<file path="config.mk">
export PLATFORM = sky130hd
export DESIGN_NAME = stc_core
export DESIGN_NICKNAME = d
export VERILOG_FILES = /design/src/pkg/stc_pkg.sv /design/src/stc_core.sv
export SDC_FILE = /design/constraint.sdc
export NUM_CORES = 1
export LEC_CHECK = 0
export BUFFER_PORTS_ARGS = -buffer_cell sky130_fd_sc_hd__buf_2
export CELL_PAD_IN_SITES_DETAIL_PLACEMENT = 0
export CELL_PAD_IN_SITES_GLOBAL_PLACEMENT = 1
export CORE_MARGIN = 2
export CORE_UTILIZATION = 30
export DETAILED_ROUTE_END_ITERATION = 6
export PLACE_DENSITY_LB_ADDON = 0.1
export SYNTH_ARGS = -nofsm -noshare
export SYNTH_HDL_FRONTEND = slang
export SYNTH_SLANG_ARGS = --single-unit
export TNS_END_PERCENT = 100
</file>
<file path="constraint.sdc">
create_clock -name clk_sys -period 3.8 [get_ports clk_sys]
set_input_delay 0.57 -clock clk_sys [delete_from_list [all_inputs] [get_ports clk_sys]]
set_output_delay 0.57 -clock clk_sys [all_outputs]
set_load 0.02 [all_outputs]
</file>
<file path="src/pkg/stc_pkg.sv">
// Constants, field layouts and types of the standard timer compare core.
// Contract
// - Compare mode: initial-level bit sets the pin before any compare-A match.
// - PWM mode: initial-level bit gives the waveform's active level.
// - Single-pulse mode: run-bit rising edge drives the pin to the initial level.
// - Invert bit flips the pin; invert and initial level ignored in timer mode.
// - Swap bit 0: P sets period, A duty; 1 exchanges them.
// - Clear select 1 clears on A match; 0 on P match or overflow.
// - Overflow clearing only when the P value is all zero.
// - Clear select ignored in PWM, single-pulse and capture modes.
// - Counter readable, not writable, as low and high byte.
// - Narrow instance: high byte bits 7 to 2 of count and A read zero.
// - Compare-A value read/write as two bytes, reset to zero.
// - Wide instance: 8-bit P compares counter bits 15:8, zero means 65536.
// - Mode field 00 selects compare-match output mode; five modes total.
// - Compare mode, clear select 0: both A and P flags raised.
// - Clear select 1: only the A flag, never the P flag.
// - A all zero: counter overflows at maximum, no A flag.
// - Compare mode pin changes only on A-flag events, never on P.
// - A match drives pin high, low or toggle by pin function; zero holds.
// - Run-bit rising edge returns the pin to its initial level.
// - Mode 11 is timer mode: same flags, pin not driven.
// - Pin function codes: 00 hold, 01 low, 10 high, 11 toggle.
// - Run rising edge zeroes counter; falling edge stops and holds it.
package stc_pkg;

    localparam int STC_NARROW_W = 10;
    localparam int STC_WIDE_W = 16;
    localparam int STC_NARROW_P_W = 3;
    localparam int STC_WIDE_P_W = 8;
    localparam int STC_BYTE_W = 8;

    localparam logic [4:0] STC_OFF_CTRL0 = 5'h00;
    localparam logic [4:0] STC_OFF_CTRL1 = 5'h04;
    localparam logic [4:0] STC_OFF_CNT_LO = 5'h08;
    localparam logic [4:0] STC_OFF_CNT_HI = 5'h0c;
    localparam logic [4:0] STC_OFF_CMPA_LO = 5'h10;
    localparam logic [4:0] STC_OFF_CMPA_HI = 5'h14;
    localparam logic [4:0] STC_OFF_CMPP = 5'h18;
    localparam logic [4:0] STC_OFF_FLAGS = 5'h1c;

    localparam logic [1:0] STC_MODE_CMP = 2'h0;
    localparam logic [1:0] STC_MODE_CAP = 2'h1;
    localparam logic [1:0] STC_MODE_PWM = 2'h2;
    localparam logic [1:0] STC_MODE_TMR = 2'h3;

    localparam logic [1:0] STC_IO_HOLD = 2'h0;
    localparam logic [1:0] STC_IO_LOW = 2'h1;
    localparam logic [1:0] STC_IO_HIGH = 2'h2;
    localparam logic [1:0] STC_IO_TOGGLE = 2'h3;
    localparam logic [1:0] STC_IO_PWM_OFF = 2'h0;
    localparam logic [1:0] STC_IO_PWM_ON = 2'h1;
    localparam logic [1:0] STC_IO_PWM_WAVE = 2'h2;
    localparam logic [1:0] STC_IO_PULSE = 2'h3;

    localparam int STC_FLAG_A = 0;
    localparam int STC_FLAG_P = 1;

    typedef struct packed {
        logic pause;
        logic [2:0] clk_sel;
        logic counter_run;
        logic [2:0] period_narrow;
    } stc_ctrl0_t;

    typedef struct packed {
        logic mode_field_hi;
        logic mode_field_lo;
        logic pin_function_hi;
        logic pin_function_lo;
        logic output_initial_level_sel;
        logic output_invert;
        logic duty_period_swap;
        logic clear_source_sel;
    } stc_ctrl1_t;

    localparam stc_ctrl0_t STC_CTRL0_RST = 8'h00;
    localparam stc_ctrl1_t STC_CTRL1_RST = 8'h00;
    localparam logic [7:0] STC_BYTE_RST = 8'h00;

endpackage

</file>
<file path="src/stc_core.sv">
// Standard timer core with compare-A, compare-P, pin control and Avalon-MM registers.
//
// Design decisions made here: the Avalon-MM interface to the registers and the register addresses.
`timescale 1ns/1ns
module stc_core
    import stc_pkg::*;
#(
    parameter int CNT_W = STC_WIDE_W,
    parameter int P_W = (CNT_W == STC_NARROW_W) ? STC_NARROW_P_W : STC_WIDE_P_W
) (
    input wire logic clk_sys,
    input wire logic nrst,
    input wire logic timer_tick,
    input wire logic [4:0] avs_address,
    input wire logic avs_read,
    input wire logic avs_write,
    input wire logic [31:0] avs_writedata,
    input wire logic [3:0] avs_byteenable,
    output logic [31:0] avs_readdata,
    output logic avs_waitrequest,
    output logic timer_output_pin,
    output logic timer_output_pin_oe_n,
    output logic compare_a_match_flag,
    output logic compare_p_match_flag
);

    localparam bit NARROW = (CNT_W == STC_NARROW_W);
    localparam int LOW_W = CNT_W - P_W;

    stc_ctrl0_t ctrl0_q;
    stc_ctrl1_t ctrl1_q;
    logic [CNT_W-1:0] cnt_q;
    logic [CNT_W-1:0] cmpa_q;
    logic [P_W-1:0] cmpp_q;
    logic [1:0] flags_q;
    logic run_prev_q;
    logic level_q;
    logic ack_q;
    logic [7:0] rdata_q;
    logic pin_q;
    logic oe_n_q;

    logic req;
    logic wr_stb;
    logic [7:0] wbyte;
    logic [1:0] mode;
    logic [1:0] iofn;
    logic is_cmp;
    logic is_tmr;
    logic is_cap;
    logic is_pwm;
    logic is_spo;
    logic run_rise;
    logic count_en;
    logic [CNT_W-1:0] cnt_nxt;
    logic [CNT_W-1:0] p_full;
    logic a_hit;
    logic p_hit;
    logic clr_on_a;
    logic clr_on_p;
    logic set_a;
    logic set_p;
    logic [CNT_W-1:0] duty;
    logic pwm_on;
    logic driven;
    logic pin_d;
    logic [7:0] rmux;

    // Mode decode.
    assign mode = {ctrl1_q.mode_field_hi, ctrl1_q.mode_field_lo};
    assign iofn = {ctrl1_q.pin_function_hi, ctrl1_q.pin_function_lo};
    assign is_cmp = (mode == STC_MODE_CMP);
    assign is_tmr = (mode == STC_MODE_TMR);
    assign is_cap = (mode == STC_MODE_CAP);
    assign is_spo = (mode == STC_MODE_PWM) && (iofn == STC_IO_PULSE);
    assign is_pwm = (mode == STC_MODE_PWM) && (iofn != STC_IO_PULSE);

    // Counting and comparison.
    assign run_rise = ctrl0_q.counter_run && !run_prev_q;
    assign count_en = ctrl0_q.counter_run && !ctrl0_q.pause && timer_tick;
    assign cnt_nxt = cnt_q + {{(CNT_W-1){1'b0}}, 1'b1};
    assign p_full = {cmpp_q, {LOW_W{1'b0}}};
    // A zero compare-A never matches, so the counter simply wraps at its maximum.
    assign a_hit = count_en && (cmpa_q != '0) && (cnt_nxt == cmpa_q);
    // With P zero the wrap to zero stands in for the P match.
    assign p_hit = count_en && ((cmpp_q != '0) ? (cnt_nxt == p_full) : (cnt_nxt == '0));

    always_comb begin
        clr_on_a = 1'b0;
        clr_on_p = 1'b0;
        if (is_cmp || is_tmr) begin
            clr_on_a = ctrl1_q.clear_source_sel;
            clr_on_p = !ctrl1_q.clear_source_sel;
        end else if (is_pwm) begin
            clr_on_a = ctrl1_q.duty_period_swap;
            clr_on_p = !ctrl1_q.duty_period_swap;
        end else if (is_cap) begin
            clr_on_p = 1'b1;
        end
    end

    assign set_a = a_hit && !is_cap;
    assign set_p = p_hit && !is_spo && !((is_cmp || is_tmr) && ctrl1_q.clear_source_sel);

    always_ff @(posedge clk_sys or negedge nrst) begin
        if (!nrst) begin
            cnt_q <= '0;
        end else if (run_rise) begin
            cnt_q <= '0;
        end else if (count_en) begin
            if ((clr_on_a && a_hit) || (clr_on_p && p_hit)) begin
                cnt_q <= '0;
            end else begin
                cnt_q <= cnt_nxt;
            end
        end
    end

    always_ff @(posedge clk_sys or negedge nrst) begin
        if (!nrst) begin
            run_prev_q <= 1'b0;
        end else begin
            run_prev_q <= ctrl0_q.counter_run;
        end
    end

    // Hardware sets win over a software clear in the same cycle.
    always_ff @(posedge clk_sys or negedge nrst) begin
        if (!nrst) begin
            flags_q <= 2'h0;
        end else begin
            if (set_a) begin
                flags_q[STC_FLAG_A] <= 1'b1;
            end else if (wr_stb && avs_address == STC_OFF_FLAGS && wbyte[STC_FLAG_A]) begin
                flags_q[STC_FLAG_A] <= 1'b0;
            end
            if (set_p) begin
                flags_q[STC_FLAG_P] <= 1'b1;
            end else if (wr_stb && avs_address == STC_OFF_FLAGS && wbyte[STC_FLAG_P]) begin
                flags_q[STC_FLAG_P] <= 1'b0;
            end
        end
    end

    assign compare_a_match_flag = flags_q[STC_FLAG_A];
    assign compare_p_match_flag = flags_q[STC_FLAG_P];

    // Compare-mode pin level, loaded on a run-bit rising edge, otherwise moved only by compare-A events.
    always_ff @(posedge clk_sys or negedge nrst) begin
        if (!nrst) begin
            level_q <= 1'b0;
        end else if (run_rise) begin
            level_q <= ctrl1_q.output_initial_level_sel;
        end else if (is_cmp && set_a) begin
            case (iofn)
                STC_IO_LOW: begin
                    level_q <= 1'b0;
                end
                STC_IO_HIGH: begin
                    level_q <= 1'b1;
                end
                STC_IO_TOGGLE: begin
                    level_q <= !level_q;
                end
                default: begin
                    level_q <= level_q;
                end
            endcase
        end
    end

    // PWM: duty beyond the period gives a steady active level.
    assign duty = ctrl1_q.duty_period_swap ? p_full : cmpa_q;
    assign pwm_on = (ctrl1_q.duty_period_swap && cmpp_q == '0) || (cnt_q < duty);
    assign driven = is_cmp || is_pwm || is_spo;

    always_comb begin
        pin_d = 1'b0;
        if (is_cmp) begin
            pin_d = level_q;
        end else if (is_pwm) begin
            case (iofn)
                STC_IO_PWM_OFF: begin
                    pin_d = !ctrl1_q.output_initial_level_sel;
                end
                STC_IO_PWM_ON: begin
                    pin_d = ctrl1_q.output_initial_level_sel;
                end
                default: begin
                    pin_d = pwm_on ? ctrl1_q.output_initial_level_sel
                                   : !ctrl1_q.output_initial_level_sel;
                end
            endcase
        end else if (is_spo) begin
            pin_d = ctrl0_q.counter_run ? ctrl1_q.output_initial_level_sel
                                        : !ctrl1_q.output_initial_level_sel;
        end
    end

    always_ff @(posedge clk_sys or negedge nrst) begin
        if (!nrst) begin
            pin_q <= 1'b0;
            oe_n_q <= 1'b1;
        end else begin
            pin_q <= driven && (pin_d ^ ctrl1_q.output_invert);
            oe_n_q <= !driven;
        end
    end

    assign timer_output_pin = pin_q;
    assign timer_output_pin_oe_n = oe_n_q;

    // Bus slave: one wait cycle, then the access completes.
    assign req = avs_read || avs_write;
    assign avs_waitrequest = req && !ack_q;
    assign wr_stb = avs_write && ack_q && avs_byteenable[0];
    assign wbyte = avs_writedata[7:0];

    always_ff @(posedge clk_sys or negedge nrst) begin
        if (!nrst) begin
            ack_q <= 1'b0;
        end else begin
            ack_q <= req && !ack_q;
        end
    end

    always_comb begin
        rmux = 8'h00;
        if (avs_address == STC_OFF_CTRL0) begin
            rmux = ctrl0_q;
            // The wide instance has no period bits here, so only bits 2:0 read as zero.
            if (!NARROW) begin
                rmux[STC_NARROW_P_W-1:0] = '0;
            end
        end else if (avs_address == STC_OFF_CTRL1) begin
            rmux = ctrl1_q;
        end else if (avs_address == STC_OFF_CNT_LO) begin
            rmux = cnt_q[7:0];
        end else if (avs_address == STC_OFF_CNT_HI) begin
            rmux = 8'(cnt_q >> STC_BYTE_W);
        end else if (avs_address == STC_OFF_CMPA_LO) begin
            rmux = cmpa_q[7:0];
        end else if (avs_address == STC_OFF_CMPA_HI) begin
            rmux = 8'(cmpa_q >> STC_BYTE_W);
        end else if (avs_address == STC_OFF_CMPP) begin
            rmux = NARROW ? 8'h00 : 8'(cmpp_q);
        end else if (avs_address == STC_OFF_FLAGS) begin
            rmux = {6'h00, flags_q};
        end
    end

    always_ff @(posedge clk_sys or negedge nrst) begin
        if (!nrst) begin
            rdata_q <= 8'h00;
        end else if (avs_read && !ack_q) begin
            rdata_q <= rmux;
        end
    end

    assign avs_readdata = {24'h000000, rdata_q};

    // Control registers; a single-pulse compare-A match stops the run bit.
    always_ff @(posedge clk_sys or negedge nrst) begin
        if (!nrst) begin
            ctrl0_q <= STC_CTRL0_RST;
        end else if (wr_stb && avs_address == STC_OFF_CTRL0) begin
            ctrl0_q <= wbyte;
        end else if (is_spo && a_hit) begin
            ctrl0_q.counter_run <= 1'b0;
        end
    end

    always_ff @(posedge clk_sys or negedge nrst) begin
        if (!nrst) begin
            ctrl1_q <= STC_CTRL1_RST;
        end else if (wr_stb && avs_address == STC_OFF_CTRL1) begin
            ctrl1_q <= wbyte;
        end
    end

    always_ff @(posedge clk_sys or negedge nrst) begin
        if (!nrst) begin
            cmpa_q <= '0;
        end else if (wr_stb && avs_address == STC_OFF_CMPA_LO) begin
            cmpa_q[7:0] <= wbyte;
        end else if (wr_stb && avs_address == STC_OFF_CMPA_HI) begin
            cmpa_q[CNT_W-1:STC_BYTE_W] <= wbyte[CNT_W-STC_BYTE_W-1:0];
        end
    end

    // The narrow instance keeps its period bits in the low bits of control zero.
    always_ff @(posedge clk_sys or negedge nrst) begin
        if (!nrst) begin
            cmpp_q <= '0;
        end else if (NARROW && wr_stb && avs_address == STC_OFF_CTRL0) begin
            cmpp_q <= wbyte[P_W-1:0];
        end else if (!NARROW && wr_stb && avs_address == STC_OFF_CMPP) begin
            cmpp_q <= wbyte[P_W-1:0];
        end
    end

endmodule

</file>
* Yosys cells after proc, flatten, opt, wreduce, memory -nomap -nowiden *
Index checks and enable logic that the tools add are counted.

word-level totals
  register bits after elaboration = 68
  input bits = 46
  output and inout port bits = 37
  logic and storage cells = 138

operators by class
  add/subtract/negate cells = 1
  magnitude comparators = 1
  equal/unequal tests = 16
  mux-type cells = 33
  bitwise logic cells = 2
  reduce and logical (&&, ||, !) cells = 62

operators with widths
  cell                     count
  $mux W16                 4
  $mux W8                  7
  $eq A16 B16 Y1           2
  $logic_and A1 B1 Y1      30
  $eq A5 B5 Y1 const B     4
  $mux W1                  19
  $add A16 B1 Y16 const B  1
  $logic_not A16 Y1        1
  $lt A16 B16 Y1           1
  $reduce_bool A16 Y1      1
  $logic_not A1 Y1         11
  $eq A5 B4 Y1 const B     2
  $reduce_bool A2 Y1       5
  $eq A2 B2 Y1 const B     4
  $logic_not A8 Y1         1
  $reduce_bool A8 Y1       1
  $logic_or A1 B1 Y1       6
  $eq A5 B3 Y1 const B     1
  $logic_not A5 Y1         1
  $eq A2 B1 Y1 const B     2
  $logic_not A2 Y1         2
  $reduce_and A2 Y1        2
  $reduce_bool A4 Y1       1
  $pmux W1 S3              1
  5 further kinds          5

* Logic depth before layout (Yosys ltp) *
  depth after elaboration = 10
  mapped depth = 14
  depth with buffers taken out = 10

* Worst setup path after synthesis *
OpenSTA, ideal clock, no wires.

  path type = register to register
  start point = reg cnt_q[1]
  end point = reg cnt_q[0]
  setup time = 122 ps
  data arrival time = 2955 ps
  required time = 3678 ps
  slack = 723 ps
  cell stages (with the launch flop) = 14
  buffers on the path = 5
  period minus slack after synthesis = 3077 ps
  cells stage by stage = dfrtp_1 > ha_1 > buf_6 > and4_4 > buf_6 > and4_4 > buf_6 > mux2_4 > or4_4 > nor2b_1 > nand3_2 > buf_6 > buf_8 > a32o_1

between the ends
  longest elaborated chain between the ends = 9
  elaborated cells between the ends (all ways) = 13
  classes of those cells = add/sub (1); eq/ne (2); mux (4); reduce/logical (6)

RTL lines
  item                                                 line             RTL
  start: declaration                                   stc_core.sv:32   logic [CNT_W-1:0] cnt_q;
  start signal: assignment                             stc_core.sv:114  cnt_q <= cnt_nxt;
  $add A16 B1 Y16 (*)                                  stc_core.sv:81   assign cnt_nxt = cnt_q + {{(CNT_W-1){1'b0}}, 1'b1};
  $eq A16 B16 Y1 or $logic_not A16 Y1 (tied branches)  stc_core.sv:86   assign p_hit = count_en && ((cmpp_q != '0) ? (cnt_nxt == p_full) : (cnt_nxt == '0));
  $mux W1                                              stc_core.sv:86
  $logic_and A1 B1 Y1                                  stc_core.sv:86
  $logic_and A1 B1 Y1                                  stc_core.sv:111  if ((clr_on_a && a_hit) || (clr_on_p && p_hit)) begin
  $logic_or A1 B1 Y1 (*)                               stc_core.sv:111
  $mux W16 (*)                                         stc_core.sv:111
  $mux W16 (*)                                         stc_core.sv:110  end else if (count_en) begin
  $mux W16 (*)                                         stc_core.sv:108  end else if (run_rise) begin

Every way passes the cells marked *; elsewhere a longest branch is shown, timed or not. The select of a mux whose other input is x is not followed.
A chain may end at the register's enable or synchronous reset.

* Worst setup path after layout *
  start point = reg cnt_q[3]
  end point = reg cnt_q[3]

between the ends
  longest elaborated chain between the ends = 9
  elaborated cells between the ends (all ways) = 13
  classes of those cells = add/sub (1); eq/ne (2); mux (4); reduce/logical (6)

RTL lines
  item                                                 line
  $add A16 B1 Y16 (*)                                  stc_core.sv:81
  $eq A16 B16 Y1 or $logic_not A16 Y1 (tied branches)  stc_core.sv:86
  $mux W1                                              stc_core.sv:86
  $logic_and A1 B1 Y1                                  stc_core.sv:86
  $logic_and A1 B1 Y1                                  stc_core.sv:111
  $logic_or A1 B1 Y1                                   stc_core.sv:111
  $mux W16 (*)                                         stc_core.sv:111
  $mux W16 (*)                                         stc_core.sv:110
  $mux W16 (*)                                         stc_core.sv:108

Marks and branches as above.

==> summary.md <==
| Metric | Value |
|---|---|
| Starting Density | `30.4%` |
| Area of the mapped netlist | `5420 sq um` |
| Final Cycle Share | `89.1%` |
| Root buffer cell | `clkbuf_16` |
| Reg2Reg Setup Slack | `0.42 ns` |
| Grt ovf | `0` |
| CTS Buffer Depth | `2` |
| Routed wire length | `19000 microns` |
| Fin. Hold Viols | `0` |
| HPWL after DPL | `13800 microns` |
| Internal | `1500 uW` |
| Via-to-Cell Ratio | `5.58` |
| Top cell type's share of synthesized area | `30.9%` |
| Crit path kind | `reg2reg` |
| Fin cells | `861` |
| # diodes | `0` |
| Hold Buf Count CTS | `0` |
| Number of synthesized flops with an enable pin | `0` |
| Die Wd | `138 microns` |
| WL per Instance | `22.1 microns` |
| Cell variety after synth | `75` |
| Aggregate global-route resource usage | `20.1%` |
| Row count | `49` |
| First-pass iteration count of the detailed router | `5` |
| Status | `completed` |
| I/O Pins | `83` |
| Top cells by area, synth | `dfrtp_1 (31%), mux2_2 (6.4%), ha_1 (4.6%)` |
| Fin Setup TNS | `0 ns` |
| CTS tree | `built` |
| Peak supply drop | `0.238 mV` |
| # DRC | `0` |
| First-pass GRT wire length | `29600 microns` |
| Layout cell share with drive strength beyond 1 | `20.3%` |
| Sw frac | `30.7%` |
| Gate power share | `16.9%` |
| Power Dens Cells | `358 nW/um^2` |
| DR vias | `4808` |
| Max Freq | `295 MHz` |
| Relative slew slack | `36.8%` |
| Initial antenna violation count | `0` |
| H-tree depth | `3` |
| Final min period | `3.38 ns` |
| Psw | `664 uW` |
| Insertion delay to the later sink of the worst-skew pair | `0.35 ns` |
| Post-CTS Setup Inserts | `0` |
| Syn Area/Cell | `9.00 sq um` |
| Core ar. | `17800 sq um` |
| Clock skew | `0.00868 ns` |
| Synth-to-Final Area Change | `11.7%` |
| HP Class | `in2async` |
| PortBufs | `31` |
| Critical Path RT | `3.99 ns` |
| Worst Tran Pin Value | `0.948 ns` |
| Sequential area share after synthesis | `31.4%` |
| Post-DRT Antenna Nets | `0` |
| # resized after CTS | `0` |
| CP arrival | `3.58 ns` |
| Slew Viols, Final | `0` |
| Max cap viols | `0` |
| Worst Path Max Fanout | `29` |
| R2R cell count | `10` |
| Flops & latches, synth | `68` |
| Yosys warnings | `0` |
| Largest net degree at the start of global routing | `69` |
| CTS Buf Count | `9` |
| Final #Nets | `693` |
| Syn Inst Count | `602` |
| Final count of negative-setup-slack endpoints | `0` |
| Clock Sinks | `68` |
| Worst setup SP type | `flip-flop` |
| Clock-pin slew on the worst setup and hold paths | `0.07 ns` |
| Die ar. | `19200 sq um` |
| Sequential power share | `39.8%` |
| Setup crit end kind | `flip-flop` |
| Ys async rst share | `100%` |
| Leak pwr | `0.00268 uW` |
| RSZ-0062 raised after global routing | `false` |
| Vias in the first global route | `4714` |
| Dpl cells | `845` |
| Ys flop type | `dfrtp_1` |
| Die H | `138 microns` |
| Clock Power Share | `43.3%` |
| Largest area contributor in the netlist | `dfrtp_1` |
| Initial drt markers | `459` |
| GPL Wtd Cong | `0.833` |
-- area by class of cell --
type | instances | area (sq um)
inverter | 13 | 48.8
tap | 229 | 287
clock buffer | 10 | 229
sequential | 68 | 1700
timing repair buffer | 59 | 365
clock inverter | 6 | 88.8
multi-input combinational | 476 | 3330
fill | 1886 | 11800
-- power by group through the flow --
stage | combinational [uW] | clock (uW) | sequential (uW)
floorplan | 263 | 0 | 843
global placement | 363 | 0 | 873
detailed placement | 367 | 0 | 873
CTS | 368 | 954 | 860
global route | 402 | 984 | 868
finish | 366 | 938 | 862
-- path summary, 6_finish.rpt --
| kind | from | end |
|---|---|---|
| setup / recovery | cnt_q[3] | cnt_q[3] |
| min in group clk_sys | ack_q | ack_q |
| hold reg to reg | ack_q | ack_q |
| setup reg to reg | cnt_q[3] | cnt_q[3] |
| hold / removal | nrst | ack_q |
| max in group asynchronous | nrst | cnt_q[8] |
-- routing by layer --
metal	routed length [microns]	track usage [%]	vias to the layer above	part of all wire [%]
met5	0	0	-	0
met4	334	6.61	0	1.8
met3	804	2.63	21	4.2
met2	8580	31.1	140	45
met1	9310	29.0	2386	49
li1	-	-	2261	-
-- flip-flops by register name, summed over array words and instances (netlist names) --
register	cells
cmpa_q	16
cnt_q	16
cmpp_q	8
ctrl1_q	8
rdata_q	8
ctrl0_q	5
flags_q	2
ack_q	1
level_q	1
run_prev_q	1
timer_output_pin	1
timer_output_pin_oe_n	1
-- synth_stat cells (5+ instances only) --
cell      instances
and2_1            7
a21o_1            7
mux2i_1          12
mux2_2           31
ha_1             20
nor2_1           47
a31oi_1          24
a22oi_1          12
buf_2             9
nor4_1           11
buf_6             5
clkbuf_1         19
nand4_1          18
a21oi_1          16
xnor2_1          17
buf_1             5
o21ai_0          28
buf_4            29
a41oi_1          10
nand2b_1         12
nor2b_1           6
nand2_1          44
nand3_1          21
dfrtp_1          67
xor2_1           11
and3_1            9
a221oi_1         12
inv_1            13
-- critical path, cell delays in order, from the launching register on --
cell and delay (ns):
dfrtp_1 0.70, nand4_2 0.39, o21ai_0 0.26, mux2i_1 0.12, or4_1 0.56, nor4b_2 0.34
buf_4 0.20, nand3_2 0.07, buf_4 0.25, a41oi_1 0.25, a31oi_1 0.07
-- per-stage QoR --
| stage | instance area [sq um] | hold slack (ns) | setup WS (ns) | total power (uW) | util, % |
|---|---|---|---|---|---|
| 3_3_place_gp | 5730 | 0.433 | 0.436 | 1240 | 32.1 |
| 4_1_cts | 6050 | 0.458 | 0.464 | 2180 | 33.9 |
| 2_1_floorplan | 5510 | 0.274 | 0.723 | 1110 | - |
| 5_1_grt | 6050 | 0.486 | 0.212 | 2250 | 33.9 |
| 3_5_place_dp | 5730 | 0.445 | 0.495 | 1240 | 32.1 |
| 6_report | 6050 | 0.450 | 0.415 | 2170 | 33.9 |
-- layout by cell type (no fill, tap or decap), types with 4 or more instances in the layout --
| cell type | instances |
|---|---|
| clkbuf_16 | 9 |
| nand3_1 | 21 |
| nand2_1 | 44 |
| buf_2 | 31 |
| o211ai_1 | 4 |
| a31oi_1 | 24 |
| a41oi_1 | 10 |
| a21o_1 | 7 |
| a21oi_1 | 16 |
| inv_1 | 13 |
| mux2_2 | 31 |
| and3_1 | 9 |
| nor2_1 | 47 |
| ha_1 | 20 |
| conb_1 | 24 |
| nor4_1 | 11 |
| and2_1 | 7 |
| or4_1 | 4 |
| nand4_1 | 18 |
| dfrtp_1 | 67 |
| buf_4 | 28 |
| a221oi_1 | 12 |
| nor2b_1 | 6 |
| xnor2_1 | 17 |
| xor2_1 | 11 |
| nand2b_1 | 12 |
| a22oi_1 | 12 |
| o21ai_0 | 28 |
| nor3_1 | 4 |
| mux2i_1 | 12 |
-- kinds of logic (layout without fill, tap and decap cells) --
family	after synthesis	count (layout)	synth area share (%)
simple gates	213	213	21.8
compound gates	145	145	19.0
buf+inv	81	88	8.73
flops	68	68	31.4
mux	44	44	8.93
xor+xnor	30	30	5.36
fa+ha+maj	20	20	4.62
other cells	1	24	0.0692
Power figures use the tool's default switching activity.
